## src/rtl/mqp_pkg.sv

```systemverilog
package mqp_pkg;

  // Bus and pointer widths
  localparam int ADDR_W = 12;
  localparam int DATA_W = 32;
  localparam int OFS_W = 18;
  localparam int BASE_W = 12;
  localparam int NUM_Q = 4;

  // Register byte offsets
  localparam logic [11:0] CS_OFFSET = 12'h200;
  localparam logic [11:0] IN_FREE_TOP_OFFSET = 12'h204;
  localparam logic [11:0] IN_FREE_BOT_OFFSET = 12'h208;
  localparam logic [11:0] IN_POST_TOP_OFFSET = 12'h20c;
  localparam logic [11:0] IN_POST_BOT_OFFSET = 12'h210;
  localparam logic [11:0] OUT_FREE_TOP_OFFSET = 12'h214;
  localparam logic [11:0] OUT_FREE_BOT_OFFSET = 12'h218;
  localparam logic [11:0] OUT_POST_TOP_OFFSET = 12'h21c;
  localparam logic [11:0] OUT_POST_BOT_OFFSET = 12'h220;

  // Field positions in the control and status word
  localparam int BASE_LSB = 20;
  localparam int OFS_LSB = 2;
  localparam int EMPTY_LSB = 12;
  localparam int FULL_LSB = 8;
  localparam int DEPTH_LSB = 4;
  localparam int RDMODE_BIT = 1;
  localparam int ACCESS_BIT = 0;

  // Values after reset
  localparam logic [11:0] BASE_RESET = 12'h000;
  localparam logic [17:0] OFS_RESET = 18'h00000;
  localparam logic [2:0] DEPTH_RESET = 3'h0;
  localparam logic RDMODE_RESET = 1'b0;
  localparam logic ACCESS_RESET = 1'b0;
  localparam logic [31:0] ALL_ONES = 32'hffffffff;
  localparam logic [31:0] READ_ZERO = 32'h00000000;

  // Queue indices; the request kind equals the queue index
  localparam logic [1:0] Q_IN_FREE = 2'h0;
  localparam logic [1:0] Q_IN_POST = 2'h1;
  localparam logic [1:0] Q_OUT_FREE = 2'h2;
  localparam logic [1:0] Q_OUT_POST = 2'h3;

  // Depth selector codes
  typedef enum logic [2:0] {
    DEPTH_256 = 3'h0,
    DEPTH_1K = 3'h1,
    DEPTH_4K = 3'h2,
    DEPTH_16K = 3'h3,
    DEPTH_64K = 3'h4
  } mqp_depth_type;

  // Queue port request and answer
  typedef struct packed {
    logic valid;
    logic [1:0] queue;
  } mqp_q_req_type;

  typedef struct packed {
    logic done;
    logic ignored;
    logic [31:0] addr;
  } mqp_q_ans_type;

  // Word offset mask of one queue for a depth code
  function automatic logic [17:0] mqp_depth_mask(input logic [2:0] code);
    case (code)
      DEPTH_256: mqp_depth_mask = 18'h000ff;
      DEPTH_1K: mqp_depth_mask = 18'h003ff;
      DEPTH_4K: mqp_depth_mask = 18'h00fff;
      DEPTH_16K: mqp_depth_mask = 18'h03fff;
      DEPTH_64K: mqp_depth_mask = 18'h0ffff;
      default: mqp_depth_mask = 18'h000ff;
    endcase
  endfunction

  // Memory address of an entry: base, offset, two zero bits
  function automatic logic [31:0] mqp_entry_addr(input logic [11:0] base, input logic [17:0] ofs);
    mqp_entry_addr = {base, ofs, 2'b00};
  endfunction

endpackage

```

## src/rtl/mqp_ptr_calc.sv

```systemverilog
`timescale 1ns/1ps
module mqp_ptr_calc (
  input wire logic [2:0] depth,
  input wire logic [17:0] top,
  input wire logic [17:0] bottom,
  output logic [17:0] next_top,
  output logic [17:0] next_bottom,
  output logic empty,
  output logic full
);
  import mqp_pkg::*;

  logic [17:0] mask;
  logic [17:0] top_inc;
  logic [17:0] bot_inc;

  // One common size for all queues
  assign mask = mqp_depth_mask(depth);
  assign top_inc = top + 18'h00001;
  assign bot_inc = bottom + 18'h00001;

  // Step by one word, wrapping inside the selected size
  assign next_top = (top & ~mask) | (top_inc & mask);
  assign next_bottom = (bottom & ~mask) | (bot_inc & mask);

  // Equal pointers mean empty; one step short means full
  assign empty = (top == bottom);
  assign full = (next_top == bottom);
endmodule

```

## src/rtl/mqp_regs.sv

```systemverilog
// Operation
// - Writable base address of the four equal queues, held in bits 31:20.
// - Four read-only empty flags, one per queue, set after reset.
// - Four read-only full flags, one per queue, clear after reset.
// - Depth code picks 256, 1K, 4K, 16K or 64K entries; others reserved.
// - All four queues share one size; every entry is 32 bits.
// - Bottom-read mode 0 returns the bottom pointer value.
// - Mode 1 returns all ones when top equals bottom, else the pointer.
// - Access bit 1 ignores queue port writes and returns all ones on reads.
// - Device advances inbound free bottom by four, wrapping at queue size.
// - Each pointer register mirrors the base address in its upper bits.
// - Device advances inbound post top by four, modulo queue size.
// - Device advances outbound free top by four, modulo queue size.
//
// Our own choice: the plain strobed port.
`timescale 1ns/1ps
module mqp_regs #(
  parameter int ADDR_BITS = mqp_pkg::ADDR_W
) (
  input wire logic mclk,
  input wire logic rst,
  input wire logic [ADDR_BITS-1:0] reg_addr,
  input wire logic [31:0] reg_wdata,
  input wire logic reg_write,
  input wire logic reg_read,
  output logic [31:0] reg_rdata,
  input wire mqp_pkg::mqp_q_req_type q_req,
  output mqp_pkg::mqp_q_ans_type q_ans,
  output logic [3:0] queue_empty,
  output logic [3:0] queue_full
);
  import mqp_pkg::*;

  // Control state
  logic [11:0] queue_region_base;
  logic [2:0] depth_code;
  logic bottom_read_mode;
  logic queue_access_control;

  // Pointer storage, indexed by queue
  logic [17:0] top_ptr [NUM_Q];
  logic [17:0] bot_ptr [NUM_Q];
  logic [17:0] next_top_ptr [NUM_Q];
  logic [17:0] next_bot_ptr [NUM_Q];
  logic [3:0] empty_flag;
  logic [3:0] full_flag;

  // Register decode
  logic cs_hit;
  logic ptr_hit;
  logic ptr_is_bottom;
  logic [1:0] ptr_index;
  logic [11:0] offset_word;

  // Queue port decode
  logic q_enabled;
  logic q_is_pop;
  logic q_blocked;
  logic [3:0] advance_top;
  logic [3:0] advance_bot;
  logic [31:0] q_entry;
  logic [31:0] next_rdata;
  mqp_q_ans_type next_ans;
  logic q_accept;

  // Host side strobes and views
  logic cs_write;
  logic [17:0] host_ofs;
  logic [3:0] host_wr_top;
  logic [3:0] host_wr_bot;
  logic [31:0] status_word;
  logic [31:0] bottom_view;

  // Flag field order puts the inbound free queue in the top bit
  function automatic logic [3:0] flag_field(input logic [3:0] flags);
    flag_field = {flags[0], flags[1], flags[2], flags[3]};
  endfunction

  // Free-in and post-out hand entries out from their bottoms
  function automatic logic queue_pops(input logic [1:0] q);
    queue_pops = (q == Q_IN_FREE) || (q == Q_OUT_POST);
  endfunction

  // Equal pointers hide the bottom value when the read mode asks for it
  function automatic logic [31:0] bottom_read_value(input logic mode, input logic same, input logic [31:0] entry);
    if (mode && same) begin
      bottom_read_value = ALL_ONES;
    end else begin
      bottom_read_value = entry;
    end
  endfunction

  // Pointer maths for each queue
  generate
    for (genvar qi = 0; qi < NUM_Q; qi++) begin : g_queue
      mqp_ptr_calc u_calc (
        .depth(depth_code),
        .top(top_ptr[qi]),
        .bottom(bot_ptr[qi]),
        .next_top(next_top_ptr[qi]),
        .next_bottom(next_bot_ptr[qi]),
        .empty(empty_flag[qi]),
        .full(full_flag[qi])
      );
    end
  endgenerate

  // Flags to ports; bit order matches queue index
  assign queue_empty = empty_flag;
  assign queue_full = full_flag;

  // Address decode of the register window
  always_comb begin
    offset_word = 12'(reg_addr);
    cs_hit = (offset_word == CS_OFFSET);
    ptr_hit = 1'b0;
    ptr_is_bottom = 1'b0;
    ptr_index = Q_IN_FREE;
    case (offset_word)
      IN_FREE_TOP_OFFSET: begin
        ptr_hit = 1'b1;
        ptr_index = Q_IN_FREE;
      end
      IN_FREE_BOT_OFFSET: begin
        ptr_hit = 1'b1;
        ptr_is_bottom = 1'b1;
        ptr_index = Q_IN_FREE;
      end
      IN_POST_TOP_OFFSET: begin
        ptr_hit = 1'b1;
        ptr_index = Q_IN_POST;
      end
      IN_POST_BOT_OFFSET: begin
        ptr_hit = 1'b1;
        ptr_is_bottom = 1'b1;
        ptr_index = Q_IN_POST;
      end
      OUT_FREE_TOP_OFFSET: begin
        ptr_hit = 1'b1;
        ptr_index = Q_OUT_FREE;
      end
      OUT_FREE_BOT_OFFSET: begin
        ptr_hit = 1'b1;
        ptr_is_bottom = 1'b1;
        ptr_index = Q_OUT_FREE;
      end
      OUT_POST_TOP_OFFSET: begin
        ptr_hit = 1'b1;
        ptr_index = Q_OUT_POST;
      end
      OUT_POST_BOT_OFFSET: begin
        ptr_hit = 1'b1;
        ptr_is_bottom = 1'b1;
        ptr_index = Q_OUT_POST;
      end
      default: begin
        ptr_hit = 1'b0;
      end
    endcase
  end

  // Writes to the control word and to the pointer offset fields
  assign cs_write = reg_write && cs_hit;
  assign host_ofs = reg_wdata[BASE_LSB-1:OFS_LSB];

  // One host write strobe per pointer register
  always_comb begin
    host_wr_top = 4'h0;
    host_wr_bot = 4'h0;
    if (reg_write && ptr_hit) begin
      if (ptr_is_bottom) begin
        host_wr_bot[ptr_index] = 1'b1;
      end else begin
        host_wr_top[ptr_index] = 1'b1;
      end
    end
  end

  // Base address, only bits 31:20 are stored
  always_ff @(posedge mclk) begin
    if (rst) begin
      queue_region_base <= BASE_RESET;
    end else if (cs_write) begin
      queue_region_base <= reg_wdata[31:BASE_LSB];
    end
  end

  // Depth selector
  always_ff @(posedge mclk) begin
    if (rst) begin
      depth_code <= DEPTH_RESET;
    end else if (cs_write) begin
      depth_code <= reg_wdata[DEPTH_LSB+2:DEPTH_LSB];
    end
  end

  // Bottom-read mode bit
  always_ff @(posedge mclk) begin
    if (rst) begin
      bottom_read_mode <= RDMODE_RESET;
    end else if (cs_write) begin
      bottom_read_mode <= reg_wdata[RDMODE_BIT];
    end
  end

  // Queue access control bit; 1 shuts the queue port
  always_ff @(posedge mclk) begin
    if (rst) begin
      queue_access_control <= ACCESS_RESET;
    end else if (cs_write) begin
      queue_access_control <= reg_wdata[ACCESS_BIT];
    end
  end

  // Queue port: kind equals queue index; free-in and post-out pop bottoms
  always_comb begin
    q_enabled = q_req.valid && !queue_access_control;
    q_is_pop = queue_pops(q_req.queue);
    if (q_is_pop) begin
      q_blocked = empty_flag[q_req.queue];
      q_entry = mqp_entry_addr(queue_region_base, bot_ptr[q_req.queue]);
    end else begin
      q_blocked = full_flag[q_req.queue];
      q_entry = mqp_entry_addr(queue_region_base, top_ptr[q_req.queue]);
    end
  end

  // A request is carried out only when enabled and not blocked
  assign q_accept = q_enabled && !q_blocked;

  // Advance strobes per queue; host-kept pointers never step
  always_comb begin
    advance_top = 4'h0;
    advance_bot = 4'h0;
    if (q_accept) begin
      if (q_is_pop) begin
        advance_bot[q_req.queue] = 1'b1;
      end else begin
        advance_top[q_req.queue] = 1'b1;
      end
    end
  end

  // Top pointers: host write wins over a same-cycle advance
  always_ff @(posedge mclk) begin
    if (rst) begin
      for (int i = 0; i < NUM_Q; i++) begin
        top_ptr[i] <= OFS_RESET;
      end
    end else begin
      for (int i = 0; i < NUM_Q; i++) begin
        if (host_wr_top[i]) begin
          top_ptr[i] <= host_ofs;
        end else if (advance_top[i]) begin
          top_ptr[i] <= next_top_ptr[i];
        end
      end
    end
  end

  // Bottom pointers: host write wins over a same-cycle advance
  always_ff @(posedge mclk) begin
    if (rst) begin
      for (int i = 0; i < NUM_Q; i++) begin
        bot_ptr[i] <= OFS_RESET;
      end
    end else begin
      for (int i = 0; i < NUM_Q; i++) begin
        if (host_wr_bot[i]) begin
          bot_ptr[i] <= host_ofs;
        end else if (advance_bot[i]) begin
          bot_ptr[i] <= next_bot_ptr[i];
        end
      end
    end
  end

  // Queue port answer, formed from the pre-advance pointer
  always_comb begin
    next_ans.done = q_req.valid;
    next_ans.ignored = q_req.valid && (queue_access_control || q_blocked);
    if (q_req.valid && !next_ans.ignored) begin
      next_ans.addr = q_entry;
    end else if (q_req.valid) begin
      next_ans.addr = ALL_ONES;
    end else begin
      next_ans.addr = READ_ZERO;
    end
  end

  // Answer register, one cycle after the request
  always_ff @(posedge mclk) begin
    if (rst) begin
      q_ans <= '0;
    end else begin
      q_ans <= next_ans;
    end
  end

  // Control and status word as software reads it
  always_comb begin
    status_word = READ_ZERO;
    status_word[31:BASE_LSB] = queue_region_base;
    status_word[EMPTY_LSB+3:EMPTY_LSB] = flag_field(empty_flag);
    status_word[FULL_LSB+3:FULL_LSB] = flag_field(full_flag);
    status_word[DEPTH_LSB+2:DEPTH_LSB] = depth_code;
    status_word[RDMODE_BIT] = bottom_read_mode;
    status_word[ACCESS_BIT] = queue_access_control;
  end

  // Bottom pointer register view in the selected read mode
  assign bottom_view = bottom_read_value(bottom_read_mode, empty_flag[ptr_index],
    mqp_entry_addr(queue_region_base, bot_ptr[ptr_index]));

  // Read data selection
  always_comb begin
    next_rdata = READ_ZERO;
    if (cs_hit) begin
      next_rdata = status_word;
    end else if (ptr_hit && ptr_is_bottom) begin
      next_rdata = bottom_view;
    end else if (ptr_hit) begin
      next_rdata = mqp_entry_addr(queue_region_base, top_ptr[ptr_index]);
    end
  end

  // Read data stand only in the cycle after the strobe
  always_ff @(posedge mclk) begin
    if (rst) begin
      reg_rdata <= READ_ZERO;
    end else if (reg_read) begin
      reg_rdata <= next_rdata;
    end else begin
      reg_rdata <= READ_ZERO;
    end
  end

  // Host should set pointers before clearing the access bit; nothing enforced
endmodule

```

## config.mk

```make
export PLATFORM = sky130hd
export DESIGN_NAME = mqp_regs
export DESIGN_NICKNAME = d
export VERILOG_FILES = /design/src/rtl/mqp_pkg.sv /design/src/rtl/mqp_ptr_calc.sv /design/src/rtl/mqp_regs.sv
export SDC_FILE = /design/constraint.sdc
export NUM_CORES = 1
export LEC_CHECK = 0
export BUFFER_PORTS_ARGS = -buffer_cell sky130_fd_sc_hd__clkbuf_2
export CELL_PAD_IN_SITES_DETAIL_PLACEMENT = 2
export CELL_PAD_IN_SITES_GLOBAL_PLACEMENT = 2
export CORE_MARGIN = 3
export CORE_UTILIZATION = 42
export CTS_CLUSTER_SIZE = 25
export DETAILED_ROUTE_END_ITERATION = 6
export GPL_TIMING_DRIVEN = 0
export PLACE_DENSITY = 0.95
export SYNTH_ARGS = -nofsm -noshare
export SYNTH_HDL_FRONTEND = slang
export SYNTH_SLANG_ARGS = --single-unit
export TNS_END_PERCENT = 50
```

## constraint.sdc

```tcl
create_clock -name mclk -period 7.2 [get_ports mclk]
set_clock_uncertainty 0.15 [all_clocks]
set_input_delay 1.44 -clock mclk [delete_from_list [all_inputs] [get_ports mclk]]
set_output_delay 1.44 -clock mclk [all_outputs]
set_load 0.05 [all_outputs]
```

==> flow_metrics.env, run 1 <==
export IMPL_max_cap_violations=1
export IMPL_gr_total_overflow=0
export IMPL_cts_hold_buf=0
export IMPL_multi_input_area_um2=8930
export IMPL_num_rows=70
export IMPL_hold_viol_final=0
export IMPL_fin_crit_ns=6.71
export IMPL_post_drt_wl_per_cell_um=40.2
export IMPL_syn_nets=1727
export IMPL_setup_viol=0
export IMPL_stdcell_area_um2=17800
export IMPL_initial_utilization_pct=42.7
export IMPL_max_stage_delay_ns=0.88
export IMPL_tns_ns=0
export IMPL_synthMostInstantiatedCell="nand2_1"
export IMPL_clock_path_buffers=3
export IMPL_syn2layout_area_growth_pct=13.1
export IMPL_grt_usage_pct=45.6
export IMPL_cp_slowest_cell="nor3b_2"
export IMPL_post_cts_buffers=0
export IMPL_crit_buf_inv=5
export IMPL_synth_top_cells_by_count="nand2_1, edfxtp_1, xnor2_1"
export IMPL_synth_area_per_cell_um2=9.45
export IMPL_hp_class="reg -> reg"
export IMPL_synth_area_top_cells="edfxtp_1, dfxtp_1, xnor2_1"
export IMPL_pin_count=125
export IMPL_drc=0
export IMPL_die_area_um2=39800
export IMPL_ys_warn_count=0
export IMPL_cts_clk_slew_worst_paths_ns=0.08
export IMPL_p_leak_nw=5.98
export IMPL_ctsResizeCount=0
export IMPL_ant_nets=0
export IMPL_slew_violations=5
export IMPL_worstPathArrival_ns=5.12
export IMPL_yosysSeqAreaShare_pct=38.0
export IMPL_dpl_cell_area_um2=16800
export IMPL_vias_per_cell=7.25
export IMPL_ys_ff_latch=226
export IMPL_seqCellArea_um2=5970
export IMPL_drt_iter0_drc=2403
export IMPL_gp_congestion=1.04
export IMPL_portBuffers=103
export IMPL_root_buffer="clkbuf_16"
export IMPL_status="finished with violations"
export IMPL_die_w_um=199
export IMPL_clock_latency_ns=0.59
export IMPL_synth_edf_count=144
export IMPL_start_kind="flop"
export IMPL_syn_instance_count=1664
export IMPL_cts_made_buffers=27
export IMPL_rsz0062_at_grt="no"
export IMPL_power_density_nw_per_um2=204
export IMPL_fp_dieH_um=199
export IMPL_synth_cell_type_count=80
export IMPL_yosysTopAreaCell="edfxtp_1"
export IMPL_cp_max_fo=10
export IMPL_crit_chain="buf_4 -> nor3b_2 -> buf_2 -> or2_2 -> clkbuf_1 -> nand4_1 -> xnor2_1 -> nand4_1 -> nor2_1 -> buf_4 -> clkbuf_2"
export IMPL_final_fill_count=3874
export IMPL_vias=16600
export IMPL_drt_wl_total_mm=92.0
export IMPL_endpoint_kind="primary output"
export IMPL_layout_nets=1860
export IMPL_grt_pass1_wl_mm=129
export IMPL_ir_drop_uv=193
export IMPL_place_hpwl_mm=66.2
export IMPL_violations="capacitance limit, slew limit"
export IMPL_h_tree_depth=1
export IMPL_required_ns=5.61
export IMPL_path_class="reg -> out"
export IMPL_grt_pass1_vias=17200
export IMPL_drt_first_pass_iters=6
export IMPL_layout_drive_gt1_share_pct=14.3
export IMPL_synth_flop_cell="edfxtp_1"
export IMPL_finalCritPeriodShare_pct=93.2
export IMPL_synth_top_area_share_pct=27.5
export IMPL_async_flop_share_pct=0
export IMPL_tightest_slew_ns=1.56
export IMPL_path_delay_family="simple AND/OR/NAND/NOR gates"
export IMPL_coreArea_um2=36800
export IMPL_synthesis_area_um2=15700
export IMPL_slew_headroom_pct=-4.66
export IMPL_fmax_mhz=149
export IMPL_antenna_found_initial=7
export IMPL_grt_max_degree=17
export IMPL_cts_tree="yes"
export IMPL_clock_sinks=226
area by class of cell:
cell class / instances / share of cell area, %
Multi-Input combinational cell: 1245 / 50.3
Buffer: 176 / 4.34
Clock buffer: 41 / 4.87
Clock inverter: 9 / 0.317
Sequential cell: 226 / 33.6
Timing Repair Buffer: 104 / 2.94
Tap cell: 468 / 3.30
Antenna cell: 3 / 0.0422
Inverter: 17 / 0.359
path summary, 6_finish.rpt:
kind	to	slack (ns)	startpoint	depth (start not counted)
setup / recovery	queue_full[1]	0.49	depth_code[2]	11
hold / removal	queue_region_base[2]	0.35	queue_region_base[2]	2
setup reg to reg	bot_ptr[0][1]	0.75	depth_code[2]	12
hold reg to reg	queue_region_base[2]	0.35	queue_region_base[2]	2
state kept, by name, summed over array words and instances (netlist names), named ones only:
signal and count:
bottom_read_mode 1, bot_ptr 64, q_ans 33, queue_access_control 1, reg_rdata 32, depth_code 3, top_ptr 72, queue_region_base 12
per-layer routing:
metal	vias up	track usage [%]	routed length (um)
li1	6525	-	-
met1	8389	57.2	33700
met2	1319	68.6	39600
met3	368	13.4	11300
met4	2	29.9	7430
met5	-	0	16
layout by cell type (no fill, tap or decap), types with 17 or more instances in the layout:
cell type and count:
nand2_1 225, clkbuf_16 32, and2_1 32, a21oi_1 92
nand4_1 31, buf_1 21, clkbuf_2 103, o22ai_1 17
and3_1 29, mux4_2 37, clkbuf_1 121, dfxtp_1 82
o41ai_1 79, nand3_1 54, nor2_1 71, a32o_1 20
buf_2 22, o31ai_1 26, edfxtp_1 144, inv_1 17
mux2i_1 20, xnor2_1 129, a22oi_1 28, nor3_1 18
xor2_1 92
worst register-to-register path, stage by stage (launching register included):
cell,delay [ns]
dfxtp_1,0.39
buf_4,0.21
nor3b_2,0.88
buf_2,0.54
or2_2,0.21
clkbuf_1,0.66
nand4_1,0.31
xnor2_1,0.22
nand4_1,0.22
o32ai_2,0.15
o31ai_1,1.11
buf_2,0.45
a31o_2,0.57
cell families (layout without fill, tap and decap cells):
logic type / Yosys count / in the layout / share of synthesized area, %
and+or+nand+nor: 559 / 559 / 17.7
adders and majority gates: 12 / 12 / 0.955
buffers and inverters: 193 / 347 / 5.31
other: 0 / 3 / 0
DFF: 226 / 226 / 38.0
muxes: 57 / 57 / 6.58
AOI/OAI and AO/OA: 395 / 395 / 19.0
xor gates and xnor gates: 222 / 222 / 12.5
stage by stage:
stage | total power, mW | hold slack, ns | utilization [%] | setup slack (ns) | cells
after floorplan | 1.85 | 0.276 | - | 2.76 | 1664
after global placement | 2.08 | 0.316 | 45.7 | 1.12 | 2235
after detailed placement | 2.11 | 0.321 | 45.8 | 1.27 | 2236
after CTS | 3.58 | 0.338 | 48.3 | 0.799 | 2286
after global routing | 3.68 | 0.380 | 48.3 | 0.634 | 2287
final | 3.63 | 0.346 | 48.3 | 0.491 | 2289
where the power goes:
| part | switching (mW) | total [mW] | leakage [nW] | internal [mW] |
|---|---|---|---|---|
| Clock | 0.665 | 1.50 | 0.461 | 0.833 |
| Combinational | 0.430 | 0.605 | 3.37 | 0.175 |
| Sequential | 0.0934 | 1.52 | 2.15 | 1.43 |
Power figures use the tool's default switching activity.
==> inputs of run 2 (changes only) <==
--- a/config.mk
+++ b/config.mk
@@ -14,6 +14,7 @@
 export DETAILED_ROUTE_END_ITERATION = 6
 export GPL_TIMING_DRIVEN = 0
 export PLACE_DENSITY = 0.95
+export REMOVE_ABC_BUFFERS = 1
 export SYNTH_ARGS = -nofsm -noshare
 export SYNTH_HDL_FRONTEND = slang
 export SYNTH_SLANG_ARGS = --single-unit
==> flow_metrics.env, run 2 (same netlist as run 1, synthesis figures left out) <==
export IMPL_status="finished with violations"
export IMPL_violations="capacitance limit, slew limit"
export IMPL_pre_cts_ws_ns=0.0687
export IMPL_ctsResizeCount=0
export IMPL_vias_per_cell=7.25
export IMPL_grt_usage_pct=37.4
export IMPL_whs_endpoint="reg_rdata[26]"
export IMPL_stdcell_area_um2=17400
export IMPL_stdcell_count=2151
export IMPL_ir_drop_uv=164
export IMPL_grt_max_degree=44
export IMPL_wl_met1_mm=27.7
export IMPL_antenna_found_initial=3
export IMPL_tns_ns=0
export IMPL_hold_viol_final=0
export IMPL_setup_viol=0
export IMPL_seqPwrFrac_pct=44.3
export IMPL_reg_top3="top_ptr (72), bot_ptr (64), q_ans (33)"
export IMPL_final_util_pct=47.3
export IMPL_hold_start="queue_region_base[6]"
export IMPL_dpl_cell_area_um2=16500
export IMPL_reg2regPathDepth=9
export IMPL_power_switching_mw=1.09
export IMPL_p_sw_share_pct=30.8
export IMPL_power_share_clock_pct=41.4
export IMPL_grt_pass1_wl_mm=110
export IMPL_die_w_um=199
export IMPL_cts_made_buffers=28
export IMPL_cts_hold_buf=0
export IMPL_num_rows=70
export IMPL_dp_cells=2096
export IMPL_power_density_nw_per_um2=203
export IMPL_drc=0
export IMPL_setup_slack_ns=0.639
export IMPL_drt_wl_total_mm=76.1
export IMPL_slew_violations=14
export IMPL_cts_tree="yes"
export IMPL_mostFrequentLayoutCell="nand2_1"
export IMPL_endpoint_kind="flop"
export IMPL_p_leak_nw=5.81
export IMPL_h_tree_depth=1
export IMPL_drt_iter0_drc=2103
export IMPL_post_drt_wl_per_cell_um=35.4
export IMPL_place_hpwl_mm=52.9
export IMPL_ant_nets=0
export IMPL_portBuffers=124
export IMPL_worstPathArrival_ns=6.60
export IMPL_met2WireLength_mm=35.6
export IMPL_cp_max_fo=42
export IMPL_grt_pass1_vias=16300
export IMPL_initial_utilization_pct=42.7
export IMPL_max_cap_violations=1
export IMPL_syn2layout_area_growth_pct=10.7
export IMPL_coreArea_um2=36800
export IMPL_met3WireLength_mm=8.71
export IMPL_reg2reg_to="top_ptr[3][15]"
export IMPL_fin_crit_ns=6.56
export IMPL_die_area_um2=39800
export IMPL_hp_class="reg -> reg"
export IMPL_highest_layer="met5"
export IMPL_clock_sinks=226
export IMPL_layout_drive_gt1_share_pct=16.3
export IMPL_whs_path_depth=2
export IMPL_intPower_mw=2.44
export IMPL_required_ns=7.24
export IMPL_start_kind="input pin"
export IMPL_slew_headroom_pct=-1.59
export IMPL_fmax_mhz=152
export IMPL_gr_total_overflow=0
export IMPL_reg2reg_from="depth_code[1]"
export IMPL_drt_first_pass_iters=6
export IMPL_final_fill_count=3916
export IMPL_fin_hold_ws_ns=0.352
export IMPL_clock_latency_ns=0.58
export IMPL_post_cts_buffers=0
export IMPL_final_cell_mix="nand2_1, edfxtp_1, xnor2_1"
export IMPL_cts_clk_slew_worst_paths_ns=0.06
export IMPL_largest_reg_flops=72
export IMPL_pin_count=125
export IMPL_layout_nets=1722
export IMPL_gp_congestion=0.998
export IMPL_rsz0062_at_grt="no"
export IMPL_tightest_slew_ns=1.52
export IMPL_largest_register="top_ptr"
export IMPL_root_buffer="clkbuf_16"
export IMPL_p_total_mw=3.52
export IMPL_vias=15600
export IMPL_path_class="in -> reg"
export IMPL_p_comb_share_pct=14.2
export IMPL_fp_dieH_um=199
export IMPL_finalCritPeriodShare_pct=91.1
export IMPL_clock_path_buffers=3
export IMPL_r2r_slack_ns=1.08
run 2: cell count changes in the layout (fill, tap and decap cells not counted), moves of 4 or more:
cell | previous run | this run
buf_1 | 21 | 0
buf_12 | 0 | 4
buf_2 | 22 | 0
buf_4 | 15 | 7
clkbuf_1 | 121 | 12
clkbuf_2 | 103 | 123
clkbuf_8 | 3 | 7
nor2_1 | 71 | 64
nor2_2 | 0 | 7
nor3_1 | 18 | 13
nor3_2 | 1 | 6
run 2: worst max-delay path, stage by stage:
cell      delay, ns
clkbuf_2       0.95
inv_1          0.53
ha_2           1.11
nand2b_1       0.12
a31o_2         0.30
o31ai_4        0.95
buf_8          0.29
a41o_1         0.79
run 2: power by group through the flow:
stage               Clock [mW]  Combinational [mW]  Sequential [mW]
floorplan                    0               0.252             1.56
global placement             0               0.442             1.56
detailed placement           0               0.478             1.57
CTS                       1.46               0.488             1.55
global route              1.51               0.522             1.56
finish                    1.46               0.502             1.56
run 2: area by class of cell:
class,count,area [um^2],share of cell area (%)
Antenna cell,2,5.00,0.0288
Clock buffer,49,892,5.13
Clock inverter,3,16.3,0.0935
Inverter,17,63.8,0.367
Multi-Input combinational cell,1245,9010,51.8
Sequential cell,226,5970,34.3
Tap cell,468,586,3.37
Timing Repair Buffer,141,851,4.89
run 2: worst max-delay path by stage:
stage,cells past startpoint,endpoint,start,slack [ns]
final,8,top_ptr[0][8],q_req[1],0.64
after detailed placement,8,top_ptr[0][14],q_req[1],0.07
after CTS,8,top_ptr[0][8],q_req[1],0.52
after global placement,6,top_ptr[3][15],q_req[0],-4.35
after global routing,8,top_ptr[0][8],q_req[1],0.71
after floorplan,7,bot_ptr[1][0],top_ptr[0][7],-0.46
run 2: layer usage:
metal | track usage, % | vias to the layer above
met3 | 8.65 | 330
met1 | 48.0 | 7912
met2 | 60.9 | 1114
met4 | 15.7 | 2
li1 | - | 6227
met5 | 0 | -
